**config.mk**
```make
export PLATFORM = sky130hd
export DESIGN_NAME = arc_top
export DESIGN_NICKNAME = d
export VERILOG_FILES = /design/src/design/arc_pkg.sv /design/src/design/arc_acc_if.sv /design/src/design/arc_accum.sv /design/src/design/arc_top.sv
export SDC_FILE = /design/constraint.sdc
export NUM_CORES = 1
export LEC_CHECK = 0
export BUFFER_PORTS_ARGS = -buffer_cell sky130_fd_sc_hd__buf_2
export CORE_UTILIZATION = 54
export DETAILED_ROUTE_END_ITERATION = 10
export PLACE_DENSITY = 0.75
export RECOVER_POWER = 25
export SETUP_SLACK_MARGIN = 0.1
export SLEW_MARGIN = 20
export SYNTH_ARGS = -nofsm -noshare
export SYNTH_HDL_FRONTEND = slang
export SYNTH_SLANG_ARGS = --single-unit
```
**constraint.sdc**
```tcl
create_clock -name clk -period 5.44 [get_ports clk]
set_input_delay 1.088 -clock clk [delete_from_list [all_inputs] [get_ports clk]]
set_output_delay 1.088 -clock clk [all_outputs]
set_load 0.02 [all_outputs]
```
**src/design/arc_pkg.sv**
```systemverilog
// Overview of operation
// - mode field picks basic, accumulate, average, burst average or low-pass filter.
// - basic mode: single or paired samples, done flag each conversion, accumulator untouched.
// - accumulate mode adds each result, counts it, raises done flag each conversion.
// - sample counter increments by one but saturates at its maximum value.
// - average mode accumulates; threshold test only once counter reaches repeat target.
// - average mode clears accumulator and counter on first trigger after completed test.
// - burst average clears at trigger, retriggers until counter reaches target, then tests.
// - low-pass mode filters every result; tests at target count and every later result.
// - clear bit clears accumulator, counter, overflow; hardware drops bit when done.
// - overflow flag set when accumulated value exceeds eighteen-bit maximum.
// - filtered result is accumulator right-shifted by shift count, ignoring justification.
package arc_pkg;
  localparam int ACC_W = 18;
  localparam int CNT_W = 8;
  localparam int RES_W = 12;
  localparam int CON_W = 13;
  localparam int SH_W = 3;
  localparam logic [CNT_W-1:0] CNT_MAX = 8'hff;
  localparam logic [ACC_W-1:0] ACC_MAX = 18'h3ffff;

  localparam logic [7:0] OFS_CTRL = 8'h00;
  localparam logic [7:0] OFS_RPT = 8'h04;
  localparam logic [7:0] OFS_ACC = 8'h08;
  localparam logic [7:0] OFS_CNT = 8'h0c;
  localparam logic [7:0] OFS_FLTR = 8'h10;
  localparam logic [7:0] OFS_STAT = 8'h14;
  localparam logic [7:0] OFS_MASK = 8'h18;

  localparam int CTRL_MODE_LSB = 0;
  localparam int CTRL_DOUBLE_SAMPLE_ENABLE_BIT = 3;
  localparam int CTRL_SHIFT_LSB = 4;
  localparam int CTRL_CLR_BIT = 8;
  localparam int STAT_DONE_BIT = 0;
  localparam int STAT_THR_BIT = 1;
  localparam int STAT_OVF_BIT = 2;
  localparam int STAT_W = 3;

  localparam logic RST_DOUBLE_SAMPLE_ENABLE = 1'b0;
  localparam logic [SH_W-1:0] RST_SHIFT = 3'h0;
  localparam logic [CNT_W-1:0] RST_RPT = 8'h00;
  localparam logic [STAT_W-1:0] RST_STAT = 3'h0;
  localparam logic [STAT_W-1:0] RST_MASK = 3'h0;

  typedef enum logic [2:0] {
    MODE_BASIC = 3'b000,
    MODE_ACCUM = 3'b001,
    MODE_AVG = 3'b010,
    MODE_BURST = 3'b011,
    MODE_LPF = 3'b100
  } arc_mode_t;

  function automatic logic [ACC_W-1:0] arc_shr(input logic [ACC_W-1:0] v,
                                               input logic [SH_W-1:0] sh);
    arc_shr = v >> sh;
  endfunction : arc_shr
endpackage : arc_pkg

```
**src/design/arc_acc_if.sv**
```systemverilog
`timescale 1ns/10ps
interface arc_acc_if;
  import arc_pkg::*;
  arc_mode_t mode;
  logic [SH_W-1:0] shift;
  logic clr_req;
  logic clr_done;
  logic trig_clr;
  logic smp_vld;
  logic signed [CON_W-1:0] contrib;
  logic [ACC_W-1:0] acc;
  logic [ACC_W-1:0] fltr;
  logic [CNT_W-1:0] cnt;
  logic ovf;
  logic upd;
  modport ctl (output mode, shift, clr_req, trig_clr, smp_vld, contrib,
               input clr_done, acc, fltr, cnt, ovf, upd);
  modport acu (input mode, shift, clr_req, trig_clr, smp_vld, contrib,
               output clr_done, acc, fltr, cnt, ovf, upd);
endinterface : arc_acc_if

```
**src/design/arc_accum.sv**
```systemverilog
`timescale 1ns/10ps
module arc_accum
  import arc_pkg::*;
(
  input wire logic clk,
  input wire logic reset,
  arc_acc_if.acu a
);
  logic [ACC_W-1:0] acc_ff;
  logic [CNT_W-1:0] cnt_ff;
  logic ovf_ff;
  logic upd_ff;
  logic clr_done_ff;
  logic signed [ACC_W+1:0] base;
  logic signed [ACC_W+1:0] sum;
  logic [CNT_W-1:0] cnt_base;

  always_comb
  begin
    base = a.trig_clr ? '0 : $signed({2'b00, acc_ff});
    if (a.mode == MODE_LPF && !a.trig_clr)
    begin
      base = base - $signed({2'b00, arc_shr(acc_ff, a.shift)});
    end
    sum = base + (ACC_W + 2)'(a.contrib);
    cnt_base = a.trig_clr ? '0 : cnt_ff;
  end

  always_ff @(posedge clk)
  begin
    if (reset || a.clr_req)
    begin
      acc_ff <= '0;
      cnt_ff <= '0;
      ovf_ff <= 1'b0;
    end
    else if (a.smp_vld)
    begin
      acc_ff <= sum[ACC_W-1:0];
      cnt_ff <= (cnt_base == CNT_MAX) ? cnt_base : cnt_base + 8'h01;
      if (sum > $signed({2'b00, ACC_MAX}))
      begin
        ovf_ff <= 1'b1;
      end
    end
    else if (a.trig_clr)
    begin
      acc_ff <= '0;
      cnt_ff <= '0;
    end
  end

  always_ff @(posedge clk)
  begin
    if (reset)
    begin
      upd_ff <= 1'b0;
      clr_done_ff <= 1'b0;
    end
    else
    begin
      upd_ff <= a.smp_vld && !a.clr_req;
      clr_done_ff <= a.clr_req && !clr_done_ff;
    end
  end

  assign a.acc = acc_ff;
  assign a.fltr = arc_shr(acc_ff, a.shift);
  assign a.cnt = cnt_ff;
  assign a.ovf = ovf_ff;
  assign a.upd = upd_ff;
  assign a.clr_done = clr_done_ff;
endmodule : arc_accum

```
**src/design/arc_top.sv**
```systemverilog
// Chosen here: the APB slave port and the placing of the registers.
`timescale 1ns/10ps
module arc_top
  import arc_pkg::*;
(
  input wire logic clk,
  input wire logic reset,
  input wire logic [7:0] paddr,
  input wire logic psel,
  input wire logic penable,
  input wire logic pwrite,
  input wire logic [31:0] pwdata,
  output logic [31:0] prdata,
  output logic pready,
  output logic pslverr,
  input wire logic conv_trig,
  input wire logic conv_done,
  input wire logic [RES_W-1:0] conv_data,
  output logic retrig,
  output logic test_strobe,
  output logic irq
);
  arc_acc_if acc_if ();

  arc_mode_t mode_ff;
  logic double_sample_enable_ff;
  logic [SH_W-1:0] shift_ff;
  logic clr_ff;
  logic [CNT_W-1:0] rpt_ff;
  logic [STAT_W-1:0] stat_ff;
  logic [STAT_W-1:0] mask_ff;
  logic [31:0] prdata_ff;
  logic pready_ff;
  logic pslverr_ff;
  logic phase_ff;
  logic [RES_W-1:0] first_ff;
  logic basic_ff;
  logic test_ff;
  logic retrig_ff;
  logic irq_ff;
  logic ovf_prev_ff;

  logic access;
  logic wr_en;
  logic wr_ctrl;
  logic wr_stat;
  logic cycle_done;
  logic counted_mode;
  logic target_hit;
  logic nxt_test;
  logic [STAT_W-1:0] stat_set;
  logic [STAT_W-1:0] stat_clr;
  logic [31:0] nxt_prdata;
  logic nxt_slverr;

  // apb: one wait state so read data comes from a flop
  assign access = psel && penable;
  assign wr_en = access && pwrite && pready_ff;
  assign wr_ctrl = wr_en && (paddr == OFS_CTRL);
  assign wr_stat = wr_en && (paddr == OFS_STAT);

  always_comb
  begin
    nxt_prdata = 32'h0000_0000;
    nxt_slverr = 1'b0;
    case (paddr)
      OFS_CTRL:
      begin
        nxt_prdata[CTRL_MODE_LSB +: 3] = mode_ff;
        nxt_prdata[CTRL_DOUBLE_SAMPLE_ENABLE_BIT] = double_sample_enable_ff;
        nxt_prdata[CTRL_SHIFT_LSB +: SH_W] = shift_ff;
        nxt_prdata[CTRL_CLR_BIT] = clr_ff;
      end
      OFS_RPT:
      begin
        nxt_prdata[CNT_W-1:0] = rpt_ff;
      end
      OFS_ACC:
      begin
        nxt_prdata[ACC_W-1:0] = acc_if.acc;
      end
      OFS_CNT:
      begin
        nxt_prdata[CNT_W-1:0] = acc_if.cnt;
      end
      OFS_FLTR:
      begin
        nxt_prdata[ACC_W-1:0] = acc_if.fltr;
      end
      OFS_STAT:
      begin
        nxt_prdata[STAT_W-1:0] = stat_ff;
      end
      OFS_MASK:
      begin
        nxt_prdata[STAT_W-1:0] = mask_ff;
      end
      default:
      begin
        nxt_slverr = 1'b1;
      end
    endcase
  end

  always_ff @(posedge clk)
  begin
    if (reset)
    begin
      pready_ff <= 1'b0;
      pslverr_ff <= 1'b0;
      prdata_ff <= 32'h0000_0000;
    end
    else
    begin
      pready_ff <= access && !pready_ff;
      pslverr_ff <= access && !pready_ff && nxt_slverr;
      if (access && !pready_ff && !pwrite)
      begin
        prdata_ff <= nxt_prdata;
      end
    end
  end

  // control register
  always_ff @(posedge clk)
  begin
    if (reset)
    begin
      mode_ff <= MODE_BASIC;
      double_sample_enable_ff <= RST_DOUBLE_SAMPLE_ENABLE;
      shift_ff <= RST_SHIFT;
    end
    else if (wr_ctrl)
    begin
      case (pwdata[CTRL_MODE_LSB +: 3])
        MODE_ACCUM: mode_ff <= MODE_ACCUM;
        MODE_AVG: mode_ff <= MODE_AVG;
        MODE_BURST: mode_ff <= MODE_BURST;
        MODE_LPF: mode_ff <= MODE_LPF;
        default: mode_ff <= MODE_BASIC;
      endcase
      double_sample_enable_ff <= pwdata[CTRL_DOUBLE_SAMPLE_ENABLE_BIT];
      shift_ff <= pwdata[CTRL_SHIFT_LSB +: SH_W];
    end
  end

  // clear request: software sets, hardware drops when done
  always_ff @(posedge clk)
  begin
    if (reset)
    begin
      clr_ff <= 1'b0;
    end
    else if (wr_ctrl && pwdata[CTRL_CLR_BIT])
    begin
      clr_ff <= 1'b1;
    end
    else if (acc_if.clr_done)
    begin
      clr_ff <= 1'b0;
    end
  end

  always_ff @(posedge clk)
  begin
    if (reset)
    begin
      rpt_ff <= RST_RPT;
      mask_ff <= RST_MASK;
    end
    else if (wr_en && paddr == OFS_RPT)
    begin
      rpt_ff <= pwdata[CNT_W-1:0];
    end
    else if (wr_en && paddr == OFS_MASK)
    begin
      mask_ff <= pwdata[STAT_W-1:0];
    end
  end

  // double sampling: hold first sample, complete the cycle on the second
  always_ff @(posedge clk)
  begin
    if (reset)
    begin
      phase_ff <= 1'b0;
      first_ff <= '0;
    end
    else if (!double_sample_enable_ff)
    begin
      phase_ff <= 1'b0;
    end
    else if (conv_done)
    begin
      phase_ff <= !phase_ff;
      if (!phase_ff)
      begin
        first_ff <= conv_data;
      end
    end
  end

  assign cycle_done = conv_done && (!double_sample_enable_ff || phase_ff);
  assign counted_mode = (mode_ff != MODE_BASIC);

  assign acc_if.mode = mode_ff;
  assign acc_if.shift = shift_ff;
  assign acc_if.clr_req = clr_ff;
  assign acc_if.smp_vld = cycle_done && counted_mode;
  assign acc_if.contrib = double_sample_enable_ff
    ? $signed({1'b0, conv_data}) - $signed({1'b0, first_ff})
    : $signed({1'b0, conv_data});
  assign acc_if.trig_clr = conv_trig &&
    ((mode_ff == MODE_AVG && acc_if.cnt >= rpt_ff) || mode_ff == MODE_BURST);

  arc_accum u_accum (
    .clk(clk),
    .reset(reset),
    .a(acc_if.acu)
  );

  // threshold test decision
  assign target_hit = (acc_if.cnt >= rpt_ff);

  always_comb
  begin
    nxt_test = 1'b0;
    if (acc_if.upd)
    begin
      case (mode_ff)
        MODE_ACCUM: nxt_test = 1'b1;
        MODE_AVG: nxt_test = target_hit;
        MODE_BURST: nxt_test = target_hit;
        MODE_LPF: nxt_test = target_hit;
        default: nxt_test = 1'b0;
      endcase
    end
    if (basic_ff)
    begin
      nxt_test = 1'b1;
    end
  end

  always_ff @(posedge clk)
  begin
    if (reset)
    begin
      basic_ff <= 1'b0;
      test_ff <= 1'b0;
      retrig_ff <= 1'b0;
    end
    else
    begin
      basic_ff <= cycle_done && !counted_mode;
      test_ff <= nxt_test;
      retrig_ff <= acc_if.upd && mode_ff == MODE_BURST && !target_hit;
    end
  end

  // sticky status, write one to clear, set wins over clear
  always_comb
  begin
    stat_set = '0;
    stat_set[STAT_DONE_BIT] = conv_done;
    stat_set[STAT_THR_BIT] = nxt_test;
    stat_set[STAT_OVF_BIT] = acc_if.ovf && !ovf_prev_ff;
    stat_clr = wr_stat ? pwdata[STAT_W-1:0] : '0;
  end

  always_ff @(posedge clk)
  begin
    if (reset)
    begin
      stat_ff <= RST_STAT;
      ovf_prev_ff <= 1'b0;
      irq_ff <= 1'b0;
    end
    else
    begin
      stat_ff <= (stat_ff & ~stat_clr) | stat_set;
      ovf_prev_ff <= acc_if.ovf;
      irq_ff <= |(((stat_ff & ~stat_clr) | stat_set) & mask_ff);
    end
  end

  assign prdata = prdata_ff;
  assign pready = pready_ff;
  assign pslverr = pslverr_ff;
  assign retrig = retrig_ff;
  assign test_strobe = test_ff;
  assign irq = irq_ff;
endmodule : arc_top

```
==> results.json <==
{
  "detailedRoute.firstPassIterationCount": 6,
  "max_stage_delay_ps": 370,
  "clock-sinks": 89,
  "h-tree-depth": 3,
  "clk_root_buffer_cell": "clkbuf_16",
  "start_kind": "flop",
  "yosysUniqueCellTypes": 75,
  "post_synth_most_frequent_cells": "114 x nor2_1, 89 x dfxtp_1, 81 x nand2_1",
  "final_period_minus_worst_setup_slack_ps": 5476,
  "synthesis.instances": 910,
  "ys_async_sr_fraction_pct": 0,
  "synth-main-ff-cell": "dfxtp_1",
  "worstSetupEndpointType": "flop",
  "synthMostInstantiatedCell": "nor2_1",
  "outcome": "complete, but fails checks",
  "global_placer_s_final_weighted_congestion": 0.9634,
  "hold_class": "reg -> reg",
  "powerDensity_mw_per_mm2": 157.7,
  "clk_transition_reported_paths_ps": 60,
  "fin_crit_sh_pct": 100.7,
  "antenna_cells_inserted": 0,
  "yosys_warnings": 0,
  "timing.setup.critical_path_class": "reg -> reg",
  "starting_utilization_of_the_core_area_pct": 56.16,
  "drt_first_iter_violations": 560,
  "timing.clock.skew_ps": 10.04,
  "grt_use_total_pct": 28.09,
  "path_max_fanout": 5,
  "vias": 7040,
  "floorplan.die.width_um": 117.5,
  "final_layout_size_suffix_gt1_share_pct": 22.90,
  "synth.largest_area_cell": "dfxtp_1",
  "final_net_count": 1165,
  "worst_slew_margin_pct": 32.19,
  "synth_top_area_share_pct": 24.74,
  "routed_wl_um": 19110,
  "synth.area.top_cells": "dfxtp_1 25%, ha_1 10%, mux2i_1 7.5%",
  "synth.ff_latch_count": 89,
  "worstMarginPinSlew_ps": 1003,
  "failing_checks": "setup timing",
  "rsz0062_at_grt": "true",
  "syn-mean-instance-area_um2": 7.914,
  "crit_path_frequent_cell": "a21o_1",
  "fp.dieArea_mm2": 0.01380,
  "seq_area_frac_synth_pct": 24.74,
  "areaGrowthSynthToFinish_pct": 23.31,
  "critical_path_required_ps": 5680,
  "postLayoutCellArea_mm2": 0.008881,
  "totalPowerFinal_mw": 1.401,
  "critical_path_arrival_ps": 5710,
  "number_of_enable_flip_flop_cells_after_synthesis": 0,
  "max_cap_violations": 0,
  "die_h_um": 117.5,
  "core_area_mm2": 0.01282,
  "syn_area_mm2": 0.007202,
  "dpl-instance-area_mm2": 0.008279,
  "wl_per_cell_um": 15.66,
  "drt-vias-per-instance": 5.770,
  "hpwlAfterDp_um": 14490,
  "multi_input_comb_area_mm2": 0.005391,
  "first_global_vias": 6613,
  "worstSkewPairLatency_ps": 350,
  "irDropWorstVdd_mv": 0.1231,
  "worst-path-buf-inv": 3,
  "timing.critical_path.slowest_stage_cell": "ha_1",
  "max-clock-path-buffers": 2,
  "timing.final.hold_violations": 0,
  "grt_max_degree": 60,
  "grt_first_pass_wirelength_um": 31760,
  "port-buffer-count": 58,
  "final_max_slew_viol_count": 0,
  "tritoncts": "built",
  "route.antenna.remaining_nets": 0,
  "io_pins": 96,
  "regArea_mm2": 0.001784,
  "achievable-frequency_mhz": 182.6,
  "timing.final.setup_violations": 1,
  "total_drc_errors_in_the_routed_layout": 0,
  "numCtsBuffers": 9,
  "post-route-worst-setup-slack_ps": -36.46,
  "path_delay_family": "compound AO/OA/AOI/OAI gates",
  "grt_overflow": 0,
  "static-leakage-power_nw": 3.593,
  "floorplan.rows": 41,
  "antenna_found_initial": 0,
  "filler_cell_count": 1065
}
final timing paths:
kind / startpoint / to / slack (ps) / cells past startpoint
worst max-delay path: u_accum.a.cnt[0] / u_accum.a.ovf / -40 / 28
worst min-delay path: u_accum.a.clr_done / u_accum.a.clr_done / 420 / 1
worst max register to register: u_accum.a.cnt[0] / u_accum.a.ovf / -40 / 28
worst min register to register: u_accum.a.clr_done / u_accum.a.clr_done / 420 / 1
registers in the layout, indices dropped and copies added, names as in the netlist:
register                 count
prdata                      18
u_accum.a.acc               18
first_ff                    12
rpt_ff                       8
u_accum.a.cnt                8
acc_if.mode                  3
acc_if.shift                 3
mask_ff                      3
stat_ff                      3
acc_if.clr_req               1
basic_ff                     1
double_sample_enable_ff      1
irq                          1
ovf_prev_ff                  1
phase_ff                     1
pready                       1
pslverr                      1
retrig                       1
test_strobe                  1
u_accum.a.clr_done           1
u_accum.a.ovf                1
u_accum.a.upd                1
timing repair:
action                                  CTS  global route
gates resized for setup                  35            28
setup buffers                             6             6
hold buffers                              0             0
pin swaps                                39            27
endpoints found under the setup margin    6             7
layer usage:
layer | share of wire [%] | vias to the layer above | GRT usage, %
met5 | 0 | - | 0
met4 | 2.7 | 0 | 9.455
met3 | 5.9 | 45 | 4.409
met2 | 46 | 243 | 46.82
met1 | 46 | 3249 | 36.89
li1 | - | 3503 | -
kinds of logic (layout without fill, tap and decap cells):
| logic type | count (synthesis) | in the layout | share of synthesized area (%) |
|---|---|---|---|
| multiplexers | 69 | 69 | 10.79 |
| adder cells (fa/ha/maj) | 62 | 62 | 11.08 |
| AO/OA/AOI/OAI | 234 | 234 | 21.33 |
| XOR/XNOR | 42 | 42 | 5.299 |
| flip-flops | 89 | 89 | 24.74 |
| AND/OR/NAND/NOR | 324 | 324 | 21.14 |
| buffers and inverters | 89 | 214 | 5.559 |
| other | 1 | 14 | 0.05207 |
cell type report:
type | count | share of cell area [%]
multi-input cells | 745 | 60.71
flip-flops and latches | 89 | 20.09
repair buffers | 162 | 12.02
clock buffers | 11 | 2.846
well taps | 172 | 2.423
inverters | 37 | 1.592
clock inverters | 4 | 0.3240
where the power goes:
group / internal [mW] / leakage (nW) / switching [mW]
sequential: 0.658 / 0.720 / 0.00343
combinational: 0.0530 / 2.74 / 0.0830
clock: 0.332 / 0.134 / 0.271
through the flow:
| step | util (%) | TNS (ps) | std cells | setup slack, ps | hold WS [ps] |
|---|---|---|---|---|---|
| 6_report | 69.25 | -36.46 | 1220 | -36.46 | 418.6 |
| 5_1_grt | 69.25 | -1008 | 1220 | -313.8 | 419.0 |
| 4_1_cts | 67.99 | 0 | 1214 | 49.10 | 414.3 |
| 3_5_place_dp | 64.56 | -660.3 | 1193 | -271.2 | 397.9 |
| 3_3_place_gp | 64.54 | -279.0 | 1193 | -168.0 | 392.7 |
| 2_1_floorplan | - | 0 | 923 | 104.1 | 382.8 |
layout by cell type, fill, tap and decap left out, types with 10 or more instances in the layout:
cell type	count
a21oi_1	54
inv_1	34
nor3_1	22
xor2_1	14
clkbuf_1	21
nand2_1	80
a21o_1	13
and2_1	19
mux2i_1	54
xnor2_1	25
o21ai_1	10
a22oi_1	11
o21ai_0	40
a211oi_1	15
nand3_1	17
nand2b_1	10
buf_2	37
ha_1	51
buf_4	98
o21a_1	11
dfxtp_1	87
nor2_1	113
conb_1	14
Note: power is estimated with default switching activity, not from simulation.
